===== src/design/epa_pkg.sv =====
// Package for the emulated PHY management register bank
package epa_pkg;

    // ****************************************
    // Register addresses on the management link
    // ****************************************
    localparam logic [4:0] REG_BASIC_CONTROL = 5'h00;
    localparam logic [4:0] REG_BASIC_STATUS = 5'h01;
    localparam logic [4:0] REG_ID_HIGH = 5'h02;
    localparam logic [4:0] REG_ID_LOW = 5'h03;
    localparam logic [4:0] REG_ADVERTISE = 5'h04;
    localparam logic [4:0] REG_PARTNER = 5'h05;
    localparam logic [4:0] REG_EXPANSION = 5'h06;

    // ****************************************
    // Field positions
    // ****************************************
    localparam int BC_SOFT_RESET = 15;
    localparam int BC_SPEED = 13;
    localparam int BC_AUTONEG = 12;
    localparam int BC_RESTART = 9;
    localparam int BC_DUPLEX = 8;
    localparam int BS_AN_COMPLETE = 5;
    localparam int EX_PAGE_RX = 1;
    localparam int EX_PARTNER_ABLE = 0;
    localparam int ADV_SYM_PAUSE = 10;
    localparam int ADV_ASYM_PAUSE = 11;
    localparam int ADV_TECH_LSB = 5;
    localparam int RC_DIGITAL_RST = 10;
    localparam int RC_PHY_RST = 3;
    localparam int PM_PHY_RST = 10;
    localparam int MF_SELECT = 0;

    // ****************************************
    // Reset values and fixed contents
    // ****************************************
    localparam logic [15:0] BASIC_CONTROL_RST = 16'h3100;
    localparam logic [15:0] BASIC_STATUS_FIXED = 16'h7808;
    localparam logic [15:0] ADVERTISE_RST = 16'h01E1;
    localparam logic [15:0] ADV_WRITE_MASK = 16'h0DE0;
    localparam logic [3:0] PARTNER_TECH_ALL = 4'hF;
    localparam logic [3:0] PARALLEL_TECH = 4'h4;
    localparam logic [4:0] SELECTOR_8023 = 5'h01;
    localparam logic [15:0] UNMAPPED_READ = 16'hFFFF;
    // Identity words are arbitrary neutral values
    localparam logic [15:0] ID_HIGH_VALUE = 16'h0000;
    localparam logic [15:0] ID_LOW_VALUE = 16'h0000;
    localparam logic [4:0] PHY_ADDRESS_RST = 5'h00;

    // ****************************************
    // Timing
    // ****************************************
    localparam int CLOCK_MHZ = 125;
    localparam int SOFT_RESET_US = 102;
    localparam int SOFT_RESET_CYCLES = SOFT_RESET_US * CLOCK_MHZ;

    // ****************************************
    // Types
    // ****************************************
    typedef enum logic [1:0] {
        OP_WRITE = 2'h1,
        OP_READ = 2'h2
    } epa_op_t;

    typedef struct packed {
        logic speed_100;
        logic full_duplex;
        logic tx_pause;
        logic rx_pause;
    } epa_link_t;

endpackage : epa_pkg


===== src/design/epa_core.sv =====
// Emulated PHY register bank with a clause 22 management slave
// Functional notes
// [RULE_01] Offer standard clause 22 registers over the management link like one PHY.
// [RULE_02] Basic control bit 12 enables emulated negotiation.
// [RULE_03] Writing basic control bit 9 restarts negotiation.
// [RULE_04] Resets, soft resets, digital reset and reload all restart negotiation.
// [RULE_05] Step one sets status bit 5, negotiation complete.
// [RULE_06] Step two sets page received; step three latches speed and duplex.
// [RULE_07] Result is AND of abilities, priority 100F, 100H, 10F, 10H.
// [RULE_08] Advertisement resets with all four abilities set; software may rewrite.
// [RULE_09] Advertisement changes after completion wait for the next negotiation; code latches abilities only, pause bits 10 and 11 apply at once.
// [RULE_10] Emulated partner advertises all four abilities.
// [RULE_11] No next page, remote fault or T4 anywhere.
// [RULE_12] Common ability: set expansion bit 0, show partner abilities.
// [RULE_13] No common ability: clear bit 0, 100 half, one partner bit set.
// [RULE_14] Negotiation off: speed from bit 13, duplex from bit 8.
// [RULE_15] Negotiation on: forced speed and duplex bits ignored.
// [RULE_16] Advertised pause from advertisement bits 10 and 11.
// [RULE_17] Partner pause mirrors the advertised pause bits.
// [RULE_18] Manual flow setting used when negotiation off or select set; reports state.
// [RULE_19] Manual flow writes never touch advertised pause bits.
// [RULE_20] Reset control bit 3 resets the emulated PHY, clears after 102 us.
// [RULE_21] Basic control bit 15 resets the PHY and reads zero after.
// [RULE_22] Power control bit 10 resets the PHY, clears after 102 us.
// [RULE_23] Frames follow clause 22 format; the MAC drives the management clock.
`timescale 1ns/1ps
module epa_core
    import epa_pkg::*;
#(
    parameter int RESET_CYCLES = SOFT_RESET_CYCLES
) (
    // Clock and reset
    input wire logic clock,
    input wire logic rst,
    input wire logic hardware_reset_n,
    // Management link
    input wire logic mdc,
    input wire logic mdio_in,
    output logic mdio_out,
    output logic mdio_oe,
    // Chip level controls
    input wire logic digital_reset_req,
    input wire logic config_reload_req,
    input wire logic chip_rc_phy_reset_set,
    input wire logic pm_phy_reset_set,
    input wire logic [4:0] phy_address,
    // Host port manual flow control
    input wire logic [3:0] manual_flow_in,
    // Status
    output logic chip_rc_phy_reset,
    output logic pm_phy_reset,
    output epa_link_t link_state,
    output logic [3:0] host_port_manual_flow_reg
);

    // ****************************************
    // Input synchronisers
    // ****************************************
    // Third clock stage feeds only the edge detector, never the logic
    logic [2:0] mdc_sync;
    logic [1:0] mdio_sync;
    logic [1:0] hw_sync;
    always_ff @(posedge clock) begin
        mdc_sync <= {mdc_sync[1:0], mdc};
        mdio_sync <= {mdio_sync[0], mdio_in};
        hw_sync <= {hw_sync[0], hardware_reset_n};
    end
    wire logic mdc_rise = mdc_sync[1] & ~mdc_sync[2];
    wire logic mdc_fall = ~mdc_sync[1] & mdc_sync[2];
    wire logic mdio_bit = mdio_sync[1];
    wire logic hw_reset = rst | ~hw_sync[1];

    // ****************************************
    // Soft reset timers
    // ****************************************
    localparam int TW = $clog2(RESET_CYCLES + 1);
    logic [TW-1:0] rc_count;
    logic [TW-1:0] pm_count;
    logic bc_reset_pulse;
    // A set request while the bit is already up neither restarts nor stretches it
    wire logic rc_start = chip_rc_phy_reset_set & ~chip_rc_phy_reset;
    wire logic pm_start = pm_phy_reset_set & ~pm_phy_reset;
    wire logic soft_reset = bc_reset_pulse | rc_start | pm_start;
    // Each bit stays up for RESET_CYCLES clocks, then clears itself
    always_ff @(posedge clock) begin
        if (hw_reset) begin
            rc_count <= '0;
            chip_rc_phy_reset <= 1'b0;
            pm_count <= '0;
            pm_phy_reset <= 1'b0;
        end else begin
            if (rc_start) begin
                chip_rc_phy_reset <= 1'b1; // see [RULE_20]
                rc_count <= TW'(RESET_CYCLES - 1);
            end else if (chip_rc_phy_reset) begin
                rc_count <= rc_count - 1'b1;
                if (rc_count == '0) chip_rc_phy_reset <= 1'b0;
            end
            if (pm_start) begin
                pm_phy_reset <= 1'b1; // see [RULE_22]
                pm_count <= TW'(RESET_CYCLES - 1);
            end else if (pm_phy_reset) begin
                pm_count <= pm_count - 1'b1;
                if (pm_count == '0) pm_phy_reset <= 1'b0;
            end
        end
    end
    // Registers return to defaults on any PHY reset; digital reset only renegotiates
    wire logic bank_reset = hw_reset | soft_reset; // see [RULE_21]

    // ****************************************
    // Management frame receiver
    // ****************************************
    logic [5:0] bit_count;
    logic [5:0] ones;
    logic [13:0] header;
    logic [15:0] shifter;
    logic in_frame;
    logic reading;
    logic wr_pulse;
    logic rd_load;
    // Header is start(2) op(2) phy(5) reg(5), MSB first
    wire logic [1:0] hdr_op = header[11:10];
    wire logic [4:0] hdr_phy = header[9:5];
    wire logic [4:0] hdr_reg = header[4:0];
    wire logic addr_hit = (hdr_phy == phy_address);
    logic [15:0] read_data;
    // Refused frames drop out at the turnaround and wait for a fresh preamble
    always_ff @(posedge clock) begin
        wr_pulse <= 1'b0;
        rd_load <= 1'b0;
        if (hw_reset) begin
            bit_count <= '0;
            ones <= '0;
            header <= '0;
            in_frame <= 1'b0;
            reading <= 1'b0;
        end else if (mdc_rise) begin
            if (!in_frame) begin
                // 32 ones of preamble, then the start pattern 01
                if (mdio_bit) ones <= (ones == 6'h3F) ? ones : ones + 1'b1;
                else if (ones >= 6'h20) begin
                    in_frame <= 1'b1; // see [RULE_23]
                    bit_count <= 6'h01;
                    header <= 14'h0000;
                    ones <= '0;
                end else ones <= '0;
            end else begin
                bit_count <= bit_count + 1'b1;
                if (bit_count < 6'h0E) header <= {header[12:0], mdio_bit};
                // Header is complete here, on the first turnaround bit
                if (bit_count == 6'h0E) begin
                    if (header[13:12] != 2'h1 || !addr_hit) in_frame <= 1'b0;
                    else if (hdr_op == OP_READ) begin
                        reading <= 1'b1;
                        rd_load <= 1'b1;
                    end else if (hdr_op != OP_WRITE) in_frame <= 1'b0;
                end
                if (!reading && bit_count >= 6'h10) shifter <= {shifter[14:0], mdio_bit};
                if (bit_count == 6'h1F) begin
                    in_frame <= 1'b0;
                    reading <= 1'b0;
                    wr_pulse <= ~reading;
                end
            end
        end
    end

    // ****************************************
    // Read shifter drives on falling management clock
    // ****************************************
    // Leading zero is the device's half of the turnaround, ahead of the data MSB
    logic [16:0] out_shift;
    always_ff @(posedge clock) begin
        if (hw_reset) begin
            out_shift <= '0;
            mdio_out <= 1'b0;
            mdio_oe <= 1'b0;
        end else begin
            if (rd_load) out_shift <= {1'b0, read_data};
            if (mdc_fall) begin
                mdio_oe <= reading && bit_count >= 6'h0F;
                mdio_out <= out_shift[16];
                if (reading && bit_count >= 6'h0F) out_shift <= {out_shift[15:0], 1'b0};
            end
            if (!reading) mdio_oe <= 1'b0;
        end
    end

    // ****************************************
    // Register bank and negotiation
    // ****************************************
    logic [15:0] basic_control;
    logic [15:0] advertise;
    // Ability snapshot taken at step one; later writes wait for a rerun
    logic [3:0] latched_adv;
    logic an_complete;
    logic page_rx;
    logic partner_able;
    logic [3:0] partner_tech;
    logic [1:0] an_step;
    logic an_run;
    logic res_speed;
    logic res_duplex;
    wire logic write_bc = wr_pulse && hdr_reg == REG_BASIC_CONTROL;
    wire logic write_adv = wr_pulse && hdr_reg == REG_ADVERTISE;
    wire logic an_on = basic_control[BC_AUTONEG]; // see [RULE_02]
    wire logic [3:0] common = latched_adv & PARTNER_TECH_ALL; // see [RULE_07] [RULE_10]
    // Nothing in common falls back to parallel detect at 100 half duplex
    wire logic none_common = (common == 4'h0);
    wire logic restart = (write_bc && shifter[BC_RESTART]) | digital_reset_req
                         | config_reload_req; // see [RULE_03] [RULE_04]
    always_ff @(posedge clock) begin
        bc_reset_pulse <= write_bc && shifter[BC_SOFT_RESET];
        if (bank_reset) begin
            basic_control <= BASIC_CONTROL_RST; // see [RULE_21]
            advertise <= ADVERTISE_RST; // see [RULE_08]
            an_run <= 1'b1; // see [RULE_04]
            an_step <= 2'h0;
            an_complete <= 1'b0;
            page_rx <= 1'b0;
            partner_able <= 1'b0;
            partner_tech <= 4'h0;
            latched_adv <= 4'h0;
            res_speed <= 1'b1;
            res_duplex <= 1'b1;
        end else begin
            // Reset and restart bits are stored as zero, so both read back cleared
            if (write_bc) basic_control <= {1'b0, shifter[14:10], 1'b0, shifter[8:0]};
            // Pause and abilities writable; next page, fault and T4 stay zero
            if (write_adv) advertise <= (shifter & ADV_WRITE_MASK) | {11'h000, SELECTOR_8023}; // see [RULE_11]
            if (restart) begin
                an_run <= 1'b1;
                an_step <= 2'h0;
                an_complete <= 1'b0;
                page_rx <= 1'b0;
            end else if (an_run && an_on) begin
                an_step <= an_step + 1'b1;
                case (an_step)
                    2'h0: begin
                        an_complete <= 1'b1; // see [RULE_05]
                        latched_adv <= advertise[ADV_TECH_LSB +: 4]; // see [RULE_09]
                    end
                    2'h1: page_rx <= 1'b1; // see [RULE_06]
                    default: begin
                        an_run <= 1'b0;
                        partner_able <= ~none_common; // see [RULE_12] [RULE_13]
                        partner_tech <= none_common ? PARALLEL_TECH : PARTNER_TECH_ALL;
                        res_speed <= common[3] | common[2] | none_common; // see [RULE_06]
                        res_duplex <= common[3] | (~common[2] & common[1]);
                    end
                endcase
            end
        end
    end

    // ****************************************
    // Link result and flow control
    // ****************************************
    wire logic eff_speed = an_on ? res_speed : basic_control[BC_SPEED]; // see [RULE_14] [RULE_15]
    wire logic eff_duplex = an_on ? res_duplex : basic_control[BC_DUPLEX];
    wire logic sym = advertise[ADV_SYM_PAUSE]; // see [RULE_16]
    wire logic asym = advertise[ADV_ASYM_PAUSE];
    // Partner mirrors local pause, so resolution reduces to the local bits
    wire logic an_tx_pause = eff_duplex & (sym | asym); // see [RULE_17]
    wire logic an_rx_pause = eff_duplex & sym;
    wire logic use_manual = ~an_on | manual_flow_in[MF_SELECT]; // see [RULE_18] [RULE_19]
    // Both views are registered together, so the report never disagrees with the link
    always_ff @(posedge clock) begin
        if (hw_reset) begin
            link_state <= '0;
            host_port_manual_flow_reg <= '0;
        end else begin
            link_state.speed_100 <= eff_speed;
            link_state.full_duplex <= eff_duplex;
            link_state.tx_pause <= use_manual ? manual_flow_in[1] : an_tx_pause;
            link_state.rx_pause <= use_manual ? manual_flow_in[2] : an_rx_pause;
            host_port_manual_flow_reg <= {eff_duplex, use_manual ? manual_flow_in[2:1]
                                          : {an_rx_pause, an_tx_pause}, manual_flow_in[MF_SELECT]};
        end
    end

    // ****************************************
    // Read multiplexer
    // ****************************************
    wire logic [15:0] status_word = BASIC_STATUS_FIXED | {10'h000, an_complete, 5'h00};
    // Partner pause bits follow our advertisement, so any pause request is met when the link is full duplex
    wire logic [15:0] partner_word = {4'h0, asym, sym, 1'b0, partner_tech, SELECTOR_8023};
    always_comb begin
        case (hdr_reg)
            REG_BASIC_CONTROL: read_data = basic_control; // see [RULE_01]
            REG_BASIC_STATUS: read_data = status_word;
            REG_ID_HIGH: read_data = ID_HIGH_VALUE;
            REG_ID_LOW: read_data = ID_LOW_VALUE;
            REG_ADVERTISE: read_data = advertise;
            REG_PARTNER: read_data = partner_word;
            REG_EXPANSION: read_data = {14'h0000, page_rx, partner_able};
            // Absent registers read as all ones
            default: read_data = UNMAPPED_READ;
        endcase
    end

endmodule : epa_core


===== config.mk =====
export PLATFORM = sky130hd
export DESIGN_NAME = epa_core
export DESIGN_NICKNAME = d
export VERILOG_FILES = /design/src/design/epa_pkg.sv /design/src/design/epa_core.sv
export SDC_FILE = /design/constraint.sdc
export NUM_CORES = 1
export LEC_CHECK = 0
export CORE_ASPECT_RATIO = 1.75
export CORE_UTILIZATION = 45
export DETAILED_ROUTE_END_ITERATION = 8
export DONT_BUFFER_PORTS = 1
export HOLD_SLACK_MARGIN = 0.05
export PLACE_DENSITY_LB_ADDON = 0.25
export SLEW_MARGIN = 20
export SYNTH_ARGS = -nofsm -noshare
export SYNTH_HDL_FRONTEND = slang
export SYNTH_SLANG_ARGS = --single-unit

===== constraint.sdc =====
create_clock -name clock -period 2.8 [get_ports clock]
set_clock_uncertainty 0.05 [all_clocks]
set_input_delay 0.14 -clock clock [delete_from_list [all_inputs] [get_ports clock]]
set_output_delay 0.14 -clock clock [all_outputs]
set_load 0.05 [all_outputs]

# Word-level counts from Yosys, hierarchy flattened
# Cells that the tools add are included.
# totals
regBits	147
input_bits	18
out_inout_bits	12
elab_cells	178
# op_classes
addsub	5
n_lt_le_gt_ge	4
n_eq_ne	18
n_mux	42
bitwise_logic	34
n_reduce_logical	38
# op_table
op	n
$mux W14	8
$pmux W16 S6	1
$mux W17	3
$mux W6	5
$logic_not A14 Y1	2
$sub A14 B1 Y14 const B	2
$mux W1	23
$not A1 Y1	16
$eq A5 B3 Y1 const B	3
$add A6 B1 Y6 const B	2
$reduce_and A3 Y1	4
$reduce_or A2 Y1	6
$or A1 B1 Y1	11
$eq A5 B2 Y1 const B	2
$ne A2 B1 Y1 const B	5
$reduce_bool A2 Y1	5
$reduce_and A4 Y1	2
$and A1 B1 Y1	7
$logic_and A1 B1 Y1	7
$eq A6 B4 Y1 const B	1
$eq A6 B5 Y1 const B	1
$eq A6 B6 Y1 const B	1
$ge A6 B4 Y1 const B	1
$ge A6 B5 Y1 const B	1
other kinds (19)	22

# Longest topological paths before layout
# Gate-level depths: netlist (run 1).
# logic_depth
word_depth	7
ltp_mapped	7
mapped_depth_nobuf	6

# Worst setup path after synthesis (run 1)
# Ideal clock, no wire load.
# synth_path
path_type	register to register
start	register mdc_sync[1]
end	register shifter[0], enable pin
setup_time_ns	0.409
t_arrival_ns	1.930
setup_slack_ns	0.411
path_stages_with_launch	5
cell_sequence	dfxtp_1 nor2b_1 buf_2 nand3_1 nor3_1
# synth_between
elab_chain_len	2
# synth_lines
item	line	source
start, declared	epa_core.sv:60	logic [2:0] mdc_sync;
start signal, assigned	epa_core.sv:64	mdc_sync <= {mdc_sync[1:0], mdc};
$and A1 B1 Y1	epa_core.sv:68	wire logic mdc_rise = mdc_sync[1] & ~mdc_sync[2];
$reduce_and A4 Y1 (no line)	--	
end signal, assigned	epa_core.sv:159	if (!reading && bit_count >= 6'h10) shifter <= {shifter[14:0], mdio_bit};
end, declared	epa_core.sv:117	logic [15:0] shifter;
# Every way passes these cells.
# A chain may end at the register's enable or synchronous reset.

# Final worst setup path (run 1)
# layout_path
start	register rd_load
end	register out_shift[8]
# layout_between
elab_chain_len	3
# layout_lines
item	line	source
start, declared	epa_core.sv:121	logic rd_load;
start signal, assigned	epa_core.sv:131	rd_load <= 1'b0;
start signal, assigned	epa_core.sv:156	rd_load <= 1'b1;
$mux W17 (*)	epa_core.sv:180	if (rd_load) out_shift <= {1'b0, read_data};
$mux W17	epa_core.sv:184	if (reading && bit_count >= 6'h0F) out_shift <= {out_shift[15:0], 1'b0};
$mux W17 (*)	epa_core.sv:181	if (mdc_fall) begin
end signal, assigned	epa_core.sv:180	
end signal, assigned	epa_core.sv:184	
end, declared	epa_core.sv:173	logic [16:0] out_shift;
# Every way passes the cells marked *; elsewhere a longest branch is shown, timed or not.

==> impl_results.md, run 1 <==
- Status: finished clean
- Ant diodes: 0
- Final Max Tran Viols: 0
- Synth async-reset ratio: 0
- Dominant cell type by area after synthesis: dfxtp_1
- Fin util: 0.527
- Comb pwr share: 0.041
- EDFF count, synth: 16
- Netlist cell types: 65
- Startpoint types: flip-flop
- Pwr Density: between 600 and 700 mW/mm2
- Overall routing resource usage: 0.205
- Number of remaining DRC errors: 0
- CP bufs+invs: 2
- Critical Path End Type: flip-flop
- First-pass GRT wire length: ~21 mm
- Core area: 0.0126 mm2
- GR peak layer: met2
- Internal: 3.36 mW
- Synth Flop Type: dfxtp_1
- Final wirelength: 12.7 mm
- F_max: between 0.4 and 0.5 GHz
- Worst Hold Class: input port to flip-flop
- Measured slew at the worst slew-check pin: 995 ps
- Slowest-stage cell, CP: o22ai_1
- Clk pwr share: 0.475
- IO Pins: 30
- Starting density of the core: 0.465
- CP max FO: 15
- Final hold violations: 0
- Vias in the first global route: roughly 4500
- Critical Path Stages: 5
- Area of the mapped netlist: 0.00584 mm2
- Vias: approximately 4500
- Met3 global-route usage: 0.0395
- Non-filler cells, final: 798
- Postcts setup bufs: 0
- Final Power: ~4.4 mW
- Worst-path cell chain: buf_4 -> clkinv_1 -> o22ai_1 -> a31oi_1 -> a211oi_1
- Clk_lat worst skew: 410 ps
- Seq/Total Area, Yosys: 0.511
- FF-to-FF End: out_shift[8]
- Wire per inst: 15.9 um
- Psw: 0.998 mW
- Die X: roughly 88 um
- Mapped Cells: 612
- Switching Share: 0.229
- Worst r2r path cells: 5
- Top reg by flops: out_shift
- Synth Warn #: 0
- GP Congestion: 0.836
- Syn avg cell area: 9.54 um2
- R2R Setup Slk: 650 ps
- Yosys top cell area share: 0.429
- Antenna Nets Post-Route: 0
- Grt met1 use: 0.218
- Cell family with most CP delay: compound AO/OA/AOI/OAI gates
- Sink Count: 141
- Die Y: 153 um
- Max Cap Viol: 0
- TritonCTS buffer count: 17
- Largest net degree at the start of global routing: 20
- Gr ovfl total: 0
- Min Tclk post-route: between 2000 and 2500 ps
- DRT iter0 DRCs: ~190
- Synthesis-to-layout area growth: 13.4%
- Most frequent cells after synthesis: dfxtp_1 (125), nor2_1 (67), nand2_1 (48)
- CTS root buffer: clkbuf_16
- Beginning of the critical path: rd_load
- Most numerous cell in the Yosys netlist: dfxtp_1
- RR Startpoint: rd_load
- Placed Cells: 758
- H-tree levels: 4
- Slew margin rel.: 0.337
- Dpl hpwl: approximately 9 mm
- Slowest stage delay, CP: 590 ps
- Final #Nets: approximately 640
- RSZ-0062 raised after global routing: false
- PortBufs: 0
- CP Data Required Time: between 3000 and 4000 ps
- CTS max path bufs: 2
- Hold Path Depth: 3
- Die ar.: 0.0135 mm2
- Final setup fails: 0
- Max FFs per register: 17
- Layout cells sized above 1: 0.102
- Worst Setup EP: out_shift[8]
- Synth area leaders: dfxtp_1 (43%), edfxtp_1 (8.2%), nor2_1 (4.3%)
- Largest registers: out_shift x17, shifter x16
- Pleak: roughly 2.3 nW
- Setup CP Type: flip-flop to flip-flop
- Met2 Usage GRT: 0.368
- Worst-path clk slew: 60 ps
- Drt pass-1 iters: 5
- Initial antenna violation count: 0
- Hold_ws: 88.3 ps
- Final setup TNS: 0 ps
- Worst vdd rail ir drop: 0.344 mV
- Period utilization: 0.767
- CTS tree: built
- Yosys reg bits: 141
- Mapped Nets: 639
- Vias per cell: 5.65
- CP arrival: 2410 ps
- Cell row count: 54
- Flop pwr share: 0.484
[placed cells by master (no fill, tap or decap), types with 14 or more instances in the layout]
cell / synthesis / routed
nand2_1: 48 / 48
dfxtp_1: 125 / 125
a211oi_1: 17 / 17
nand3_1: 23 / 23
a311oi_1: 14 / 14
nor3_1: 24 / 23
clkbuf_16: 0 / 17
nor2_1: 67 / 67
a22o_1: 14 / 14
a21oi_1: 42 / 42
inv_1: 15 / 15
edfxtp_1: 16 / 16
o21ai_0: 16 / 16
[how the worst min path moves through the flow]
stage / start / to / slack, ps
2_1_floorplan: hardware_reset_n / hw_sync[0] / 120
5_1_grt: rst / wr_pulse / 110
6_report: rst / wr_pulse / 90
3_3_place_gp: mdio_in / mdio_sync[0] / 120
4_1_cts: rst / wr_pulse / 80
3_5_place_dp: mdio_in / mdio_sync[0] / 120
[power groups by stage]
stage	Sequential, mW	Combinational (mW)	Clock, mW
after floorplan	2.14	0.136	0
after global placement	2.15	0.163	0
after detailed placement	2.15	0.168	0
after CTS	2.11	0.179	2.11
after global routing	2.11	0.199	2.22
final	2.11	0.179	2.07
[tightest hold or removal path: cells and delay by family]
family,cells,cell delay [ps]
and+or+nand+nor,3,350
[metal layers]
layer	part of all wire	vias to the layer above
met5	0	-
met2	0.53	78
met4	0.032	0
met3	0.024	30
li1	-	2238
met1	0.41	2163
[kinds of logic (layout without fill, tap and decap cells)]
family | count (synthesis) | count (layout) | share of synthesized area
adders and majority gates | 9 | 9 | 0.0193
buffers and inverters | 50 | 68 | 0.0358
and+or+nand+nor | 233 | 233 | 0.202
xor gates and xnor gates | 24 | 24 | 0.0360
DFF | 141 | 141 | 0.511
muxes | 17 | 17 | 0.0321
AOI/OAI and AO/OA | 138 | 138 | 0.164
[through the flow]
step	cell area, um2	worst slack (ps)
final	6620	652
after global routing	6620	360
after CTS	6620	644
after detailed placement	6000	672
after global placement	6000	721
after floorplan	5840	411
[area by class of cell]
cell class | instances | area (um2)
Fill cell | 1187 | 5950
Sequential cell | 141 | 2980
Multi-Input combinational cell | 421 | 2650
Clock buffer | 18 | 429
Tap cell | 168 | 210
Timing Repair Buffer | 20 | 170
Clock inverter | 14 | 116
Inverter | 16 | 60.1
[repair_timing]
action / 4_1_cts / 5_1_grt
hold endpoints to repair: 11 / 0
resized for setup: 0 / 0
hold buffers: 8 / 0
Power figures use the tool's default switching activity.
==> run 2, diff against run 1 <==
Clock period 2.8 ns to 2.2 ns, I/O delays scaled along.
==> run 2 against run 1 <==
Compared with the run above: fmax increased by 13%; cell count increased by 2.5%; via count increased by 1.4%; flip-flop and latch count unchanged; hold slack got worse by 16 ps; first-iteration DRC count increased by 11%; non-clock buffer count increased by 20; design area increased by 2.3%; core utilization increased by 1.2 points; total power increased by 28%; largest power group unchanged.
==> impl_results.md, run 2 (synthesis gave the netlist of run 1 again) <==
- Final hold violations: 0 (unchanged)
- RSZ-0062 raised after global routing: false
- Cell row count: 54 (unchanged)
- Initial antenna violation count: 0 (unchanged)
- CTS max path bufs: 2 (unchanged)
- Slew margin rel.: 0.310 (-0.0274)
- Clk_lat worst skew: 410 ps (about the same)
- TritonCTS buffer count: 17 (unchanged)
- CP Data Required Time: 2490 ps (-570 ps)
- DRT iter0 DRCs: 213 (+11%)
- Antenna Nets Post-Route: 0 (unchanged)
- Measured slew at the worst slew-check pin: 1040 ps (+41.1 ps)
- Vias per cell: 5.59 (-1.1%)
- Worst-path cell chain: or4_4 -> or3_4 -> o41a_1 -> a211oi_1
- Final #Nets: 664 (+3.1%)
- Hold Path Depth: 3 (unchanged)
- Final wirelength: 12.9 mm (+1.2%)
- RR Startpoint: rc_count[6]
- Slowest-stage cell, CP: or4_4
- Die Y: 153 um (unchanged)
- Min Tclk post-route: 1890 ps (-254 ps)
- Synthesis-to-layout area growth: 16.0%
- Gr ovfl total: 0 (unchanged)
- Core area: 0.0126 mm2 (unchanged)
- CP bufs+invs: 0 (-2)
- Die ar.: 0.0135 mm2 (unchanged)
- Vias: 4573 (+1.4%)
- F_max: 0.528 GHz (+13%)
- Setup CP Type: flip-flop to flip-flop
- Layout cells sized above 1: 0.125 (+0.0230)
- Final setup fails: 0 (unchanged)
- R2R Setup Slk: 310 ps (-350 ps)
- Cell family with most CP delay: simple AND/OR/NAND/NOR gates
- Number of remaining DRC errors: 0 (unchanged)
- Critical Path End Type: flip-flop
- Hold EP: rc_count[3]
- Hold Path Origin: chip_rc_phy_reset_set
- Commonest cells after routing, fill and taps aside: dfxtp_1 (125), nor2_1 (67), nand2_1 (48)
- Postcts setup bufs: 0 (unchanged)
- Pleak: 2.41 nW (+4.0%)
- Fin util: 0.539 (+0.0120)
- Largest net degree at the start of global routing: 23 (+15%)
- Final Max Tran Viols: 0 (unchanged)
- Status: finished clean
- Sink Count: 141 (unchanged)
- Vias in the first global route: 4573 (+0.82%)
- IO Pins: 30 (unchanged)
- Max FFs per register: 17 (unchanged)
- Largest registers: out_shift x17, shifter x16
- PortBufs: 0 (unchanged)
- Worst-path clk slew: 60 ps (about the same)
- Final setup TNS: 0 ps (unchanged)
- H-tree levels: 4 (unchanged)
- Placed Area: 0.00614 mm2 (+2.4%)
- Wire per inst: 15.7 um (-1.3%)
- Final instance area: 0.00677 mm2 (+2.3%)
- Period utilization: 0.861 (+0.0938)
- Drt pass-1 iters: 5 (unchanged)
- Worst Hold Class: input port to flip-flop
- CTS root buffer: clkbuf_16
- Pwr Density: 821 mW/mm2 (+25%)
- Commonest non-fill, non-tap cell in the layout: dfxtp_1
- CP max FO: 5 (-10)
- Worst r2r path cells: 4 (-1)
- Max Cap Viol: 0 (unchanged)
- Overall routing resource usage: 0.206 (+0.00124)
- FF-to-FF End: rc_count[13]
- Starting density of the core: 0.465 (unchanged)
- Die X: 88.1 um (unchanged)
- Startpoint types: flip-flop
- Worst vdd rail ir drop: 0.527 mV (+53%)
- Ant diodes: 0 (unchanged)
- CP arrival: 2180 ps (-230 ps)
- Top reg by flops: out_shift
- First-pass GRT wire length: 21.4 mm (+0.22%)
- GP Congestion: 0.814 (-2.7%)
- Slowest stage delay, CP: 560 ps (-30 ps)
- CTS tree: built
- Dpl hpwl: 9.10 mm (+1.1%)
-- run 2: cell types whose count changed in the layout (fill, tap and decap cells not counted), sizes merged --
cell         delta
buf            +19
clkbuf          +3
inv             -3
dlygate4sd3     +1
-- run 2: power breakdown --
group          switching, mW  leakage, nW  total [mW]  internal, mW
logic                  0.147        0.990       0.252         0.105
clock network           1.06        0.262        2.64          1.58
registers             0.0411         1.16        2.67          2.63
total                   1.25         2.41        5.56          4.31
-- run 2: what timing repair did --
action                    4_1_cts  5_1_grt
resized for setup               0        0
hold endpoints to repair       20        0
hold buffers                    9        0
-- run 2: layout make-up --
type	instances	area (um2)
clock buffer	21	450
clock inverter	11	93.8
fill	1159	5790
inverter	16	60.1
multi-input combinational	421	2650
sequential	141	2980
tap	168	210
timing repair buffer	40	323
-- run 2: worst max path at each step --
stage	start	end	cells past startpoint
6_report	rc_count[6]	rc_count[13]	4
5_1_grt	bit_count[1]	out_shift[8]	6
4_1_cts	pm_count[6]	pm_count[12]	4
3_5_place_dp	pm_count[6]	pm_count[12]	4
3_3_place_gp	header[4]	advertise[5]	4
2_1_floorplan	pm_phy_reset	pm_count[13]	6
-- run 2: routing by layer --
metal,routed length [um],GRT usage,up-vias
li1,-,-,2276
met1,5400,0.225,2180
met2,6670,0.358,85
met3,405,0.0536,32
met4,407,0.103,0
met5,0,0,-
-- run 2: worst reg2reg max path, delay by kind of cell, from the launching register on --
kind	cells	cell delay, ps
AND/OR/NAND/NOR	2	910
AO/OA/AOI/OAI	2	510
flip-flops	1	350
-- run 2: metrics by stage --
step	power (mW)	hold slack (ps)	setup slack (ps)	cells
global placement	2.95	87.8	347	777
detailed placement	2.96	87.8	293	777
finish	5.56	72.4	306	818
global route	5.76	131	130	818
CTS	5.62	55.8	271	818
floorplan	2.90	87.7	58.6	612
